$ cat src/logic/sipo_pkg.sv
// sipo_pkg: constants shared by the serial-in parallel-out latch block.
// assumes a single system clock; all pin inputs are synchronised before use.
package sipo_pkg;
	localparam int unsigned SIPO_WIDTH     = 8;     // shift and storage stages
	localparam int unsigned SIPO_SYNC_BITS = 5;     // pin inputs passed through the synchroniser
	// positions of each pin in the synchroniser bundle
	localparam int unsigned SIPO_IDX_DATA  = 0;
	localparam int unsigned SIPO_IDX_SHCLK = 1;
	localparam int unsigned SIPO_IDX_STCLK = 2;
	localparam int unsigned SIPO_IDX_SHCLR = 3;
	localparam int unsigned SIPO_IDX_STCLR = 4;
	// synchroniser reset: clocks idle high so a pin held high at release is no edge,
	// clears read active so nothing moves until the pins have been seen
	localparam logic [SIPO_SYNC_BITS-1:0] SIPO_SYNC_RESET = 5'h06;
	localparam logic [SIPO_WIDTH-1:0]     SIPO_REG_RESET  = 8'h00;
	// clock edges from a pin edge to the register update: two sync, one register
	localparam int unsigned SIPO_LATENCY   = 3;
endpackage

$ cat src/logic/sipo_sync.sv
// sipo_sync: two flip-flop synchroniser for a bundle of asynchronous pin levels.
// assumes each bit is an independent level; the first stage feeds only the second.
`timescale 1ns/1ps
module sipo_sync #(
	parameter int unsigned                 WIDTH     = 1,
	parameter logic [WIDTH-1:0]            RESET_VAL = '0
) (
	input  wire logic             clk_i,
	input  wire logic             reset_n_i,
	input  wire logic [WIDTH-1:0] async_i,
	output logic      [WIDTH-1:0] sync_o
);
	logic [WIDTH-1:0] meta;
	logic [WIDTH-1:0] next_meta;
	logic [WIDTH-1:0] next_sync;

	// both stages simply follow; no logic between them
	always_comb begin
		next_meta = async_i;
		next_sync = meta;
	end

	// constant reset values only
	always_ff @(posedge clk_i or negedge reset_n_i) begin
		if (!reset_n_i) begin
			meta   <= RESET_VAL;
			sync_o <= RESET_VAL;
		end else begin
			meta   <= next_meta;
			sync_o <= next_sync;
		end
	end
endmodule

$ cat src/logic/sipo_top.sv
// sipo_top: eight-stage serial shift register with an eight-bit storage register.
// assumes the controller's pins are asynchronous to clk_i and much slower than it.
// What this block does
// - Eight serial shift stages feed an eight-bit storage register that drives the outputs.
// - The shift register moves one place only on a rising shift clock while its clear is high.
// - Each shift loads serial input into stage 0; the chain output then shows old stage 6.
// - A store clock rise with both clears high copies all stages out without changing them.
// - When both clocks rise together the storage register takes the pre-shift contents.
// - A low shift clear holds all stages and the chain output low, storage untouched.
// - A low storage clear holds the storage register and outputs low, shift untouched.
// - A store clock rise while only the shift clear is low loads zeros into storage.
// - The last shift stage is brought out so that devices can be chained.
// - Each register has its own clock and its own active-low clear.
`timescale 1ns/1ps
module sipo_top
(
	input  wire logic                      clk_i,
	input  wire logic                      reset_n_i,
	input  wire logic                      serial_in_i,
	input  wire logic                      shift_clk_i,
	input  wire logic                      store_clk_i,
	input  wire logic                      shift_clear_n_i,
	input  wire logic                      store_clear_n_i,
	output logic                           serial_chain_out_o,
	output logic [sipo_pkg::SIPO_WIDTH-1:0] parallel_out_o
);
	import sipo_pkg::*;

	// synchronised pin levels
	logic [SIPO_SYNC_BITS-1:0] pins;
	logic                      data_s;
	logic                      shift_clk_s;
	logic                      store_clk_s;
	logic                      shift_clear_n_s;
	logic                      store_clear_n_s;

	// previous clock levels for edge detection
	logic shift_clk_prev;
	logic store_clk_prev;
	logic next_shift_clk_prev;
	logic next_store_clk_prev;
	logic shift_rise;
	logic store_rise;

	// the two registers of the block
	logic [SIPO_WIDTH-1:0] shift_stage_bits;
	logic [SIPO_WIDTH-1:0] next_shift_stage_bits;
	logic [SIPO_WIDTH-1:0] next_parallel_out;
	logic                  next_serial_chain_out;

	// rising edge of a sampled level against its previous sample
	function automatic logic rose(input logic now_level, input logic old_level);
		rose = now_level & ~old_level;
	endfunction

	// every pin crosses two flip-flops before anything reads it
	sipo_sync #(
		.WIDTH     (SIPO_SYNC_BITS),
		.RESET_VAL (SIPO_SYNC_RESET)
	) u_sync (
		.clk_i     (clk_i),
		.reset_n_i (reset_n_i),
		.async_i   ({store_clear_n_i, shift_clear_n_i, store_clk_i, shift_clk_i, serial_in_i}),
		.sync_o    (pins)
	);

	// unpack the bundle; serial data shares the clocks' delay so setup carries over
	always_comb begin
		data_s          = pins[SIPO_IDX_DATA];
		shift_clk_s     = pins[SIPO_IDX_SHCLK];
		store_clk_s     = pins[SIPO_IDX_STCLK];
		shift_clear_n_s = pins[SIPO_IDX_SHCLR];
		store_clear_n_s = pins[SIPO_IDX_STCLR];
	end

	// independent edge detectors, one per register clock
	always_comb begin
		next_shift_clk_prev = shift_clk_s;
		next_store_clk_prev = store_clk_s;
		shift_rise          = rose(shift_clk_s, shift_clk_prev);
		store_rise          = rose(store_clk_s, store_clk_prev);
	end

	always_ff @(posedge clk_i or negedge reset_n_i) begin
		if (!reset_n_i) begin
			shift_clk_prev <= 1'b1;
			store_clk_prev <= 1'b1;
		end else begin
			shift_clk_prev <= next_shift_clk_prev;
			store_clk_prev <= next_store_clk_prev;
		end
	end

	// shift register: clear wins over any clock edge, as the pin is a level
	always_comb begin
		next_shift_stage_bits = shift_stage_bits;
		if (!shift_clear_n_s) begin
			next_shift_stage_bits = SIPO_REG_RESET;
		end else if (shift_rise) begin
			next_shift_stage_bits = {shift_stage_bits[SIPO_WIDTH-2:0], data_s};
		end
		// chain output is the top stage after the shift, i.e. the old stage 6
		next_serial_chain_out = next_shift_stage_bits[SIPO_WIDTH-1];
	end

	// storage register: reads the current shift contents, which are the
	// pre-shift values even when both clocks rise in the same cycle
	always_comb begin
		next_parallel_out = parallel_out_o;
		if (!store_clear_n_s) begin
			next_parallel_out = SIPO_REG_RESET;
		end else if (store_rise) begin
			if (!shift_clear_n_s) begin
				next_parallel_out = SIPO_REG_RESET;
			end else begin
				next_parallel_out = shift_stage_bits;
			end
		end
	end

	// outputs come straight from these flip-flops; chain out mirrors the top stage
	always_ff @(posedge clk_i or negedge reset_n_i) begin
		if (!reset_n_i) begin
			shift_stage_bits   <= SIPO_REG_RESET;
			parallel_out_o     <= SIPO_REG_RESET;
			serial_chain_out_o <= 1'b0;
		end else begin
			shift_stage_bits   <= next_shift_stage_bits;
			parallel_out_o     <= next_parallel_out;
			serial_chain_out_o <= next_serial_chain_out;
		end
	end

	// ---- checks on the block's own behaviour ----

	// a shift edge with clear high moves every stage up and takes the data bit
	a_shift_moves_up: assert property (
		@(posedge clk_i) disable iff (!reset_n_i)
		(shift_rise && shift_clear_n_s) |=>
			shift_stage_bits == {$past(shift_stage_bits[SIPO_WIDTH-2:0]), $past(data_s)})
		else $error("shift register did not advance by one stage");

	// without a shift edge and with its clear high the shift register holds
	a_shift_holds_idle: assert property (
		@(posedge clk_i) disable iff (!reset_n_i)
		(!shift_rise && shift_clear_n_s) |=> $stable(shift_stage_bits))
		else $error("shift register changed without a shift edge");

	// chain output shows the former stage 6 after a shift
	a_chain_old_six: assert property (
		@(posedge clk_i) disable iff (!reset_n_i)
		(shift_rise && shift_clear_n_s) |=>
			serial_chain_out_o == $past(shift_stage_bits[SIPO_WIDTH-2]))
		else $error("chain output is not the former stage 6");

	// chain output always tracks the top stage
	a_chain_top_stage: assert property (
		@(posedge clk_i) disable iff (!reset_n_i)
		serial_chain_out_o == shift_stage_bits[SIPO_WIDTH-1])
		else $error("chain output differs from the top stage");

	// shift clear held low keeps stages and chain output at zero
	a_shift_clear_zero: assert property (
		@(posedge clk_i) disable iff (!reset_n_i)
		(!shift_clear_n_s)[*2] |->
			(shift_stage_bits == SIPO_REG_RESET) && !serial_chain_out_o)
		else $error("shift clear did not hold the stages low");

	// shift clear alone leaves the storage register unchanged
	a_shift_clear_keeps_store: assert property (
		@(posedge clk_i) disable iff (!reset_n_i)
		(!shift_clear_n_s && store_clear_n_s && !store_rise) |=> $stable(parallel_out_o))
		else $error("shift clear disturbed the storage register");

	// storage clear held low keeps parallel outputs low
	a_store_clear_zero: assert property (
		@(posedge clk_i) disable iff (!reset_n_i)
		!store_clear_n_s |=> (parallel_out_o == SIPO_REG_RESET))
		else $error("storage clear did not hold the outputs low");

	// storage clear does not touch the shift register
	a_store_clear_keeps_shift: assert property (
		@(posedge clk_i) disable iff (!reset_n_i)
		(!store_clear_n_s && shift_clear_n_s && !shift_rise) |=> $stable(shift_stage_bits))
		else $error("storage clear disturbed the shift register");

	// a store edge copies the pre-edge shift contents, even with a shift edge alongside
	a_store_copies_old: assert property (
		@(posedge clk_i) disable iff (!reset_n_i)
		(store_rise && store_clear_n_s && shift_clear_n_s) |=>
			parallel_out_o == $past(shift_stage_bits))
		else $error("storage register did not capture the shift contents");

	// both clocks together: storage lags the shift register by one shift
	a_both_clocks_lag: assert property (
		@(posedge clk_i) disable iff (!reset_n_i)
		(store_rise && shift_rise && store_clear_n_s && shift_clear_n_s) |=>
			shift_stage_bits[SIPO_WIDTH-1:1] == parallel_out_o[SIPO_WIDTH-2:0])
		else $error("storage register is not one shift behind");

	// store edge during shift clear loads zeros
	a_store_empty_load: assert property (
		@(posedge clk_i) disable iff (!reset_n_i)
		(store_rise && store_clear_n_s && !shift_clear_n_s) |=>
			parallel_out_o == SIPO_REG_RESET)
		else $error("store edge under shift clear did not load zeros");

	// a store pin rising reaches the internal store edge within the synchroniser latency
	a_store_pin_latency: assert property (
		@(posedge clk_i) disable iff (!reset_n_i)
		($rose(store_clk_i) && store_clear_n_i && shift_clear_n_i)[*1] ##1
			(store_clear_n_i && shift_clear_n_i && store_clk_i)[*3] |->
			$past(store_rise, 1) || $past(store_rise, 2) || store_rise)
		else $error("store clock pin edge was not seen in time");

	// storage register never moves without a store edge or its clear
	a_store_holds_idle: assert property (
		@(posedge clk_i) disable iff (!reset_n_i)
		(store_clear_n_s && !store_rise) |=> $stable(parallel_out_o))
		else $error("storage register changed without a store edge");

	// ---- checks that tie the pin levels to the registers ----
	// pin timing here assumes each pin level lasts several clk_i periods

	// the shift pin rising reaches the internal edge within the synchroniser latency
	a_shift_pin_latency: assert property (
		@(posedge clk_i) disable iff (!reset_n_i)
		($rose(shift_clk_i) && shift_clear_n_i) ##1
			(shift_clear_n_i && shift_clk_i)[*3] |->
			$past(shift_rise, 1) || $past(shift_rise, 2) || shift_rise)
		else $error("shift clock pin edge was not seen in time");

	// shift clear pin low for four samples leaves the stages and chain output empty
	a_shift_clear_pin: assert property (
		@(posedge clk_i) disable iff (!reset_n_i)
		(!shift_clear_n_i)[*4] |->
			(shift_stage_bits == SIPO_REG_RESET) && !serial_chain_out_o)
		else $error("shift clear pin did not empty the stages in time");

	// storage clear pin low for four samples leaves the outputs low
	a_store_clear_pin: assert property (
		@(posedge clk_i) disable iff (!reset_n_i)
		(!store_clear_n_i)[*4] |->
			(parallel_out_o == SIPO_REG_RESET))
		else $error("storage clear pin did not zero the outputs in time");

	// a store edge alone leaves the shift register as it was
	a_store_keeps_shift: assert property (
		@(posedge clk_i) disable iff (!reset_n_i)
		(store_rise && !shift_rise && shift_clear_n_s) |=> $stable(shift_stage_bits))
		else $error("store edge disturbed the shift register");

	// both clocks together: the chain output equals stored bit 6
	a_both_clocks_chain: assert property (
		@(posedge clk_i) disable iff (!reset_n_i)
		(store_rise && shift_rise && store_clear_n_s && shift_clear_n_s) |=>
			serial_chain_out_o == parallel_out_o[SIPO_WIDTH-2])
		else $error("chain output is not one shift ahead of the outputs");

	// first edge after reset release sees both registers empty
	a_reset_empties: assert property (
		@(posedge clk_i)
		$rose(reset_n_i) |->
			(shift_stage_bits == SIPO_REG_RESET) && (parallel_out_o == SIPO_REG_RESET)
			&& !serial_chain_out_o)
		else $error("registers were not empty on leaving reset");

	// a shift edge during shift clear is ignored: the clear wins
	a_shift_clear_wins: assert property (
		@(posedge clk_i) disable iff (!reset_n_i)
		(!shift_clear_n_s && shift_rise) |=>
			(shift_stage_bits == SIPO_REG_RESET) && !serial_chain_out_o)
		else $error("shift edge moved the stages during shift clear");

	// storage clear leaves the chain output alone
	a_store_clear_chain: assert property (
		@(posedge clk_i) disable iff (!reset_n_i)
		(!store_clear_n_s && shift_clear_n_s && !shift_rise) |=>
			$stable(serial_chain_out_o))
		else $error("storage clear disturbed the chain output");

	// an internal store edge only follows a real store pin rise, never the shift pin
	a_store_rise_pin: assert property (
		@(posedge clk_i) disable iff (!reset_n_i)
		store_rise |-> $past(store_clk_i, 2) && !$past(store_clk_i, 3))
		else $error("store edge without a store clock pin rise");

	// an internal shift edge only follows a real shift pin rise, never the store pin
	a_shift_rise_pin: assert property (
		@(posedge clk_i) disable iff (!reset_n_i)
		shift_rise |-> $past(shift_clk_i, 2) && !$past(shift_clk_i, 3))
		else $error("shift edge without a shift clock pin rise");

	// a store edge during storage clear still leaves the outputs low
	a_store_clear_wins: assert property (
		@(posedge clk_i) disable iff (!reset_n_i)
		(!store_clear_n_s && store_rise) |=>
			parallel_out_o == SIPO_REG_RESET)
		else $error("store edge loaded data during storage clear");

	// a plain store leaves the outputs equal to the unchanged shift register
	a_store_follows_shift: assert property (
		@(posedge clk_i) disable iff (!reset_n_i)
		(store_rise && !shift_rise && store_clear_n_s && shift_clear_n_s) |=>
			parallel_out_o == shift_stage_bits)
		else $error("outputs differ from the shift register after a store");

	// a shift edge alone leaves the storage register as it was
	a_shift_keeps_store: assert property (
		@(posedge clk_i) disable iff (!reset_n_i)
		(shift_rise && !store_rise && store_clear_n_s) |=> $stable(parallel_out_o))
		else $error("shift edge disturbed the storage register");
endmodule

$ cat config.mk
export PLATFORM = sky130hd
export DESIGN_NAME = sipo_top
export DESIGN_NICKNAME = d
export VERILOG_FILES = /design/src/logic/sipo_pkg.sv /design/src/logic/sipo_sync.sv /design/src/logic/sipo_top.sv
export SDC_FILE = /design/constraint.sdc
export NUM_CORES = 1
export LEC_CHECK = 0
export CORE_MARGIN = 2
export CORE_UTILIZATION = 58
export DETAILED_ROUTE_END_ITERATION = 6
export DONT_BUFFER_PORTS = 1
export PLACE_DENSITY = 0.74
export SLEW_MARGIN = 40
export SYNTH_ARGS = -nofsm -noshare
export SYNTH_HDL_FRONTEND = slang
export SYNTH_SLANG_ARGS = --single-unit
$ cat constraint.sdc
create_clock -name clk_i -period 1.4 [get_ports clk_i]
set_input_delay 0.28 -clock clk_i [delete_from_list [all_inputs] [get_ports clk_i]]
set_output_delay 0.28 -clock clk_i [all_outputs]
set_load 0.02 [all_outputs]
# ---- Word level (Yosys, flattened, before mapping)
# Cells that the tools add are included.
dict set report op_classes {
  bitwise 4
  muxes 5
  n_eq_ne 2
}
# cell n
set op_table {}
lappend op_table {{8-bit 2-to-1 mux} 5}
lappend op_table {{2-bit inequality test, second input constant} 2}
lappend op_table {{1-bit AND} 2}
lappend op_table {{1-bit inverter} 2}
dict set report totals {
  out_inout_bits 9
  wordCells 18
  regBits 28
}

# ---- Logic depth before layout (Yosys ltp)
# Gate-level depths: netlist of the first run.
dict set report logic_depth {
  word_depth 4
  ltp_mapped 4
  mapped_depth_nobuf 3
}

# ---- Modules after synthesis
# Synthesis of the first run repeated with hierarchy kept, for this count alone.
dict set report hier_totals {
  hier_cells 85
  hier_area_um2 1061.0
}
# mod cells_each area_each_um2 seq_area_each_um2 instances
set by_module_without_submodules {}
lappend by_module_without_submodules {sipo_top 75 805.8 452.9 1}
lappend by_module_without_submodules {sipo_sync 10 255.2 255.2 1}

# ---- Least setup slack after synthesis of the first run
# Ideal clock, no wire load.
dict set report synth_timing {
  path_kind {flip-flop to flip-flop}
  from {register u_sync.sync_o[2]}
  to {register parallel_out_o[7] (netlist bit)}
  t_required_ns 1.327
  t_arrival_ns 0.971
  period_less_slack_ns 1.043
  setup_time_ns 0.073
  stages_incl_launch_ff 5
  path_buffers 1
  path_slack_ns 0.357
  cell_sequence {dfstp_2 nor2b_4 buf_6 nand3_1 a21boi_2}
}
dict set report synth_via {
  elab_chain_cells 2
}
# item line_no
set synth_rtl {}
lappend synth_rtl {{start, declared} sipo_sync.sv:11} ;# output logic [WIDTH-1:0] sync_o
lappend synth_rtl {{start signal, assigned} sipo_sync.sv:30} ;# sync_o <= next_sync;
lappend synth_rtl {{1-bit AND} sipo_top.sv:53} ;# rose = now_level & ~old_level;
lappend synth_rtl {{2-bit inequality test (no line)} -}
lappend synth_rtl {{end signal, assigned} sipo_top.sv:129} ;# parallel_out_o <= next_parallel_out;
lappend synth_rtl {{end, declared} sipo_top.sv:25} ;# output logic [sipo_pkg::SIPO_WIDTH-1:0] parallel_out_o
# Every way passes these cells.
# A chain may end at the register's enable or synchronous reset.

# ---- Final worst setup path of the first run
dict set report layout_timing {
  from {register u_sync.sync_o[2]}
  to {register parallel_out_o[2] (netlist bit)}
}
# Same word-level chain as after synthesis.

==> impl_results.md, run 1 <==
* Maximum clock rate at 847 MHz
* Area grow syn2layout at 12.4%
* WP data required at roughly 1700 ps
* Seq cells post-synth at 28
* Vias per std cell at roughly 5.3
* Largest net degree at the start of global routing at 29
* Netlist cell types at 12
* CP Capture Point: parallel_out_o[2]
* CP Class: flip-flop to flip-flop
* Number of cell rows at 15
* Simple-Gate Fraction of Synth Area at between 10% and 20%
* Placed Instances at roughly 110
* Compound-cell area share of the yosys netlist at around 14%
* Vias in the first global route at approximately 610
* H-tree Lvls at 1
* Number of antenna violations at the first check in global routing at 0
* Synth Area in XOR/XNOR at 0%
* Dpl cell area at 1060 um^2
* Port Buffers at 0
* Fin cells at between 100 and 150
* Cts bufs inserted at 3
* Initial drt markers at 4
* Global route hottest layer: met2
* Final Hold Viols at 0
* Clock Pin Slew Worst Setup and Hold Paths at between 100 and 150 ps
* Slew @ Worst Pin at 429 ps
* Post-synthesis sequential area ratio at roughly 67%
* Avg Synthesized Cell Area at 12.4 um^2
* CTS tree: built
* Number of diodes at 0
* # nets final at 100
* Clock buffer depth at 2
* Worst reg2reg startpoint: u_sync.sync_o[2]
* Critical path capture point type: flip-flop
* Met1 Use GR at between 10% and 20%
* Mapped cell area at roughly 1100 um^2
* Post-DRT Antenna Nets at 0
* Routed WL at approximately 1.6 mm
* Reg2Reg Setup Slack at about 220 ps
* Multi-input gate area at slightly above 300 um^2
* Hold Path Class: input pin to asynchronous set/reset pin
* Critical R2R Capture: parallel_out_o[2]
* Final setup vio count at 0
* Worst EP arrival at about 1400 ps
* Grt ovf at 0
* Setup Skew at ~7 ps
* I/O Pins at 16
* WL/cell at 13.7 um
* Final TNS setup at 0 ps
* CP Launch Type: flip-flop
* Clk_lat worst skew at ~330 ps
* Die X at about 47 um
* RSZ-0062 raised after global routing: no
* Slew Viols, Final at 0
* M2 GR Usage at 32.2%
* Drt pass-1 iters at 4
* Die Y at between 40 and 50 um
* Drc violations at 0
* Core area at between 1500 and 2000 um^2
* Via count at 615
* Fin area at around 1200 um^2
* Post-Synth Adder-Cell Area at 0%
* DIE AREA at 2180 um^2
* Period utilization at between 80% and 90%
* Post-DP HPWL at between 1 and 1.5 mm
* First-pass GRT wire length at about 2.6 mm
* Most common cell after layout, fill and taps aside: nand2_1
* Path depth of the worst reg2reg path at 3
* GP Congestion at slightly above 0.7
* Tmin final at ~1200 ps
* Status: complete, no violations
* Static leakage at just under 0.0005 uW
* Most frequent cells in the layout: nand2_1 (24), dfrtp_1 (22), a21boi_1 (9), nand3_1 (8), a21boi_2 (7)
* Syn Inst Count at between 80 and 90
* Initial Util at between 60% and 70%
* Synthesis Warnings at 0
* Max_slew headroom at a little under three quarters
* Root buf cell: clkbuf_4
* # clock sinks at 28
* Post-synthesis mux area share at 0%
* Syn Nets at between 90 and 100
* Crit. Startpoint: u_sync.sync_o[2]
* P per Cell Area at about 1200 nW/um^2
* Max VDD drop at just over 0.0009 V
* Share of cells above drive strength 1 at 21.7%
* Sequential cell area at 708 um^2
* Fill count at between 100 and 150
* Largest family of logic cells by synthesized area: simple AND/OR/NAND/NOR gates
* Total of max-cap violations at 0
* GRT Total Usage at around 18%
* Crit-path max FO at 8
* Util after Layout at between 60% and 70%
* Global-route track usage on met3 at under 10%
[state kept, by name (all words and copies together) (netlist names)]
register and cells:
store_clk_prev 1, u_sync.sync_o 5, shift_stage_bits 8, shift_clk_prev 1, u_sync.meta 5, parallel_out_o 8
[metrics by stage]
step / total power (uW) / hold WS (ps) / setup slack, ps
after floorplan: 897 / -15.6 / 357
after global placement: 896 / -15.0 / 295
after detailed placement: 898 / -15.0 / 238
after CTS: 1450 / 360 / 189
after global routing: 1490 / 373 / 159
final: 1440 / 366 / 220
[cells in the mapped netlist (all sizes together)]
cell type	count	area [um^2]
a21boi	16	146
buf	5	40.0
dfrtp	22	551
dfstp	6	158
nand2	24	90.1
nand2b	2	12.5
nand3	8	40.0
nor2b	2	20.0
[cells by family after synthesis]
family	count (synthesis)
compound gates	16
buf+inv	5
flops	28
simple gates	36
[power by group]
group	internal, uW	switching (uW)	total, uW	leakage (uW)
sequential	836	17.2	853	0.000356
combinational	32.3	31.9	64.2	0.000106
clock	290	231	521	0.0000279
[worst max-delay path: stages (launching register included)]
cell	delay [ps]
dfstp_2	580
nor2b_4	230
nand3_1	110
a21boi_1	200
[layer usage]
layer,vias up,share of wire [%]
li1,293,-
met1,299,41
met2,19,53
met3,4,4.6
met4,0,1.4
met5,-,0
[worst min-delay path by stage]
stage / end / slack [ps] / depth (start not counted)
after detailed placement: parallel_out_o[6] / -20 / 0
after global routing: u_sync.sync_o[1] / 370 / 0
after floorplan: parallel_out_o[0] / -20 / 0
after global placement: parallel_out_o[5] / -20 / 0
after CTS: parallel_out_o[1] / 360 / 2
final: shift_stage_bits[0] / 370 / 2
[area by class of cell]
cell class	instances	share of cell area, %
Tap cell	25	2.63
Clock inverter	1	2.53
Sequential cell	28	59.6
Multi-Input combinational cell	52	26.0
Clock buffer	3	1.89
Timing Repair Buffer	8	7.37
[what timing repair did]
item | 4_1_cts | 5_1_grt
endpoints found under the hold margin | 33 | 0
gates resized for setup | 0 | 0
hold buffers | 7 | 0
buffers inserted | 0 | 0
No activity file was read; power rests on OpenSTA's default activity.
==> run 2, diff against run 1 <==
Clock period 1.4 ns to 1.1 ns, I/O delays scaled along.
==> run 2 against run 1 <==
The flow now finishes with violations (setup timing). Via count increased by 5.0%. Critical path depth increased by 1. Worst setup slack got worse by 260 ps. Register-to-register slack got worse by 260 ps. Cell count increased by 4.3%. Count of clock-buffer cells in the layout increased by 1. Flip-flop and latch count unchanged. First-iteration DRC count unchanged. Sequential share of layout area decreased by 5.1 points. Die area unchanged. Critical endpoint is now parallel_out_o[0]. Largest cell class unchanged.
==> impl_results.md, run 2 (same netlist as run 1, synthesis figures left out) <==
* Number of cell rows at 15
* P per Cell Area at roughly 1300 nW/um^2
* Vias per std cell at around 5.3
* Setup Skew at about 2.9 ps
* CP Class: flip-flop to flip-flop
* Final Hold Viols at 0
* DIE AREA at around 2200 um^2
* Dpl cell area at between 1000 and 1500 um^2
* Most frequent cells in the layout: nand2_1 (21), dfrtp_1 (20), a21boi_2 (12), nand3_2 (7)
* Switch share at between 20% and 30%
* Drt pass-1 iters at 3
* Max_slew headroom at around four fifths
* Clk_lat worst skew at approximately 330 ps
* # clock sinks at 28
* CP Cell Sequence: nor2b_4 > buf_4 > nand3_2 > a21boi_2
* Critical path capture point type: flip-flop
* Hold Path Class: input pin to asynchronous set/reset pin
* Die Y at 46.7 um
* Most common cell after layout, fill and taps aside: nand2_1
* Die X at approximately 47 um
* Area grow syn2layout at 23.3%
* Comb pwr share at 6.6%
* Clock Pin Slew Worst Setup and Hold Paths at 140 ps
* Final setup vio count at 16
* Number of antenna violations at the first check in global routing at 0
* Crit-path max FO at 2
* Max VDD drop at roughly 0.0012 V
* Slew Viols, Final at 0
* Setup WS post-layout at -43.0 ps
* Vias in the first global route at between 600 and 700
* Post-DP HPWL at roughly 1.1 mm
* Grt ovf at 0
* Drc violations at 0
* GP Congestion at approximately 0.75
* Root buf cell: clkbuf_4
* Via count at ~650
* CTS tree: built
* Routed WL at 1.74 mm
* Final Hold Slack at 306 ps
* WL/cell at 14.3 um
* Total of max-cap violations at 0
* Clock buffer depth at 2
* Failing checks: setup timing
* First-pass GRT wire length at approximately 2.8 mm
* Util after Layout at 75.5%
* # nets final at 105
* Worst EP arrival at between 1000 and 1500 ps
* Slew @ Worst Pin at 302 ps
* Status: complete, but fails checks
* Tmin final at approximately 1100 ps
* Sequential power share at 64.3%
* Largest regs: parallel_out_o x8, shift_stage_bits x8
* Core area at between 1500 and 2000 um^2
* I/O Pins at 16
* Peak per-stage delay on the critical path at between 500 and 600 ps
* Maximum clock rate at a little under 900 MHz
* Fin area at around 1300 um^2
* CP Launch Type: flip-flop
* WP data required at around 1400 ps
* Slowest stage cell, crit path: dfstp_2
* Port Buffers at 0
* Psw at approximately 370 uW
* Cts bufs inserted at 3
* Internal power at about 1300 uW
* Share of cells above drive strength 1 at 46.4%
* Post-DRT Antenna Nets at 0
* H-tree Lvls at 1
* GRT Total Usage at between 10% and 20%
* Clock share of power at ~29%
* Initial drt markers at 4
* RSZ-0062 raised after global routing: yes
* Initial Util at a little over 60%
* Number of diodes at 0
* Largest net degree at the start of global routing at 29
* Period utilization at 104%
* Static leakage at 0.000513 uW
==> run 2: changes by cell type in the layout (fill, tap and decap cells not counted), moves of 2 or more <==
cell | before | now
a21boi_1 | 9 | 4
a21boi_2 | 7 | 12
buf_4 | 1 | 5
dfrtp_1 | 22 | 20
dfrtp_2 | 0 | 2
nand2_1 | 24 | 21
nand2_2 | 0 | 3
nand2b_1 | 2 | 0
nand2b_2 | 0 | 2
nand3_1 | 8 | 0
nand3_2 | 0 | 7
==> run 2: critical path, delay by kind of cell (launching register included) <==
family	cells	cell delay [ps]
flops	1	560
simple gates	2	250
buf+inv	1	140
compound gates	1	140
==> run 2: metal layers <==
layer / track usage (%) / share of wire, % / wire length (um)
met1: 21.8 / 39 / 673
met2: 33.6 / 54 / 945
met3: 3.53 / 3.0 / 53
met4: 12.2 / 3.7 / 65
met5: 0 / 0 / 0
==> run 2: what timing repair did <==
| action | in CTS | in global routing |
|---|---|---|
| resized for setup | 12 | 9 |
| hold buffers | 7 | 0 |
| endpoints found under the setup margin | 16 | 17 |
| buffers inserted | 3 | 1 |
| endpoints found under the hold margin | 33 | 0 |
| pin swaps | 8 | 5 |
==> run 2: final timing paths <==
path,start,end,slack (ps),depth (start not counted)
setup / recovery,u_sync.sync_o[2],parallel_out_o[0],-40,4
hold / removal,reset_n_i,parallel_out_o[5],310,2
setup reg to reg,u_sync.sync_o[2],parallel_out_o[0],-40,4
hold reg to reg,u_sync.meta[0],u_sync.sync_o[0],370,0
max in group asynchronous,reset_n_i,u_sync.sync_o[1],560,2
min in group clk_i,u_sync.meta[0],u_sync.sync_o[0],370,0
==> run 2: per-stage QoR <==
stage / std cells / setup TNS, ps / setup slack (ps) / power [uW]
global route: 122 / -1200 / -110 / 1760
finish: 122 / -389 / -43.0 / 1690
CTS: 121 / -127 / -23.8 / 1700
detailed placement: 107 / -235 / -41.4 / 1150
floorplan: 85 / 0 / 56.6 / 1140
global placement: 107 / -3.04 / -2.47 / 1140
==> run 2: power groups by stage <==
stage          Sequential (uW)  Combinational [uW]  Clock [uW]
2_1_floorplan             1100                46.3           0
3_3_place_gp              1100                41.3           0
3_5_place_dp              1100                42.1           0
4_1_cts                   1090                 107         501
5_1_grt                   1090                 121         541
6_report                  1090                 112         493
==> run 2: final cells by class <==
cell class,count,area (um^2)
Timing Repair Buffer,13,138
Tap cell,25,31.3
Fill cell,111,423
Clock buffer,4,36.3
Sequential cell,28,711
Multi-Input combinational cell,52,388
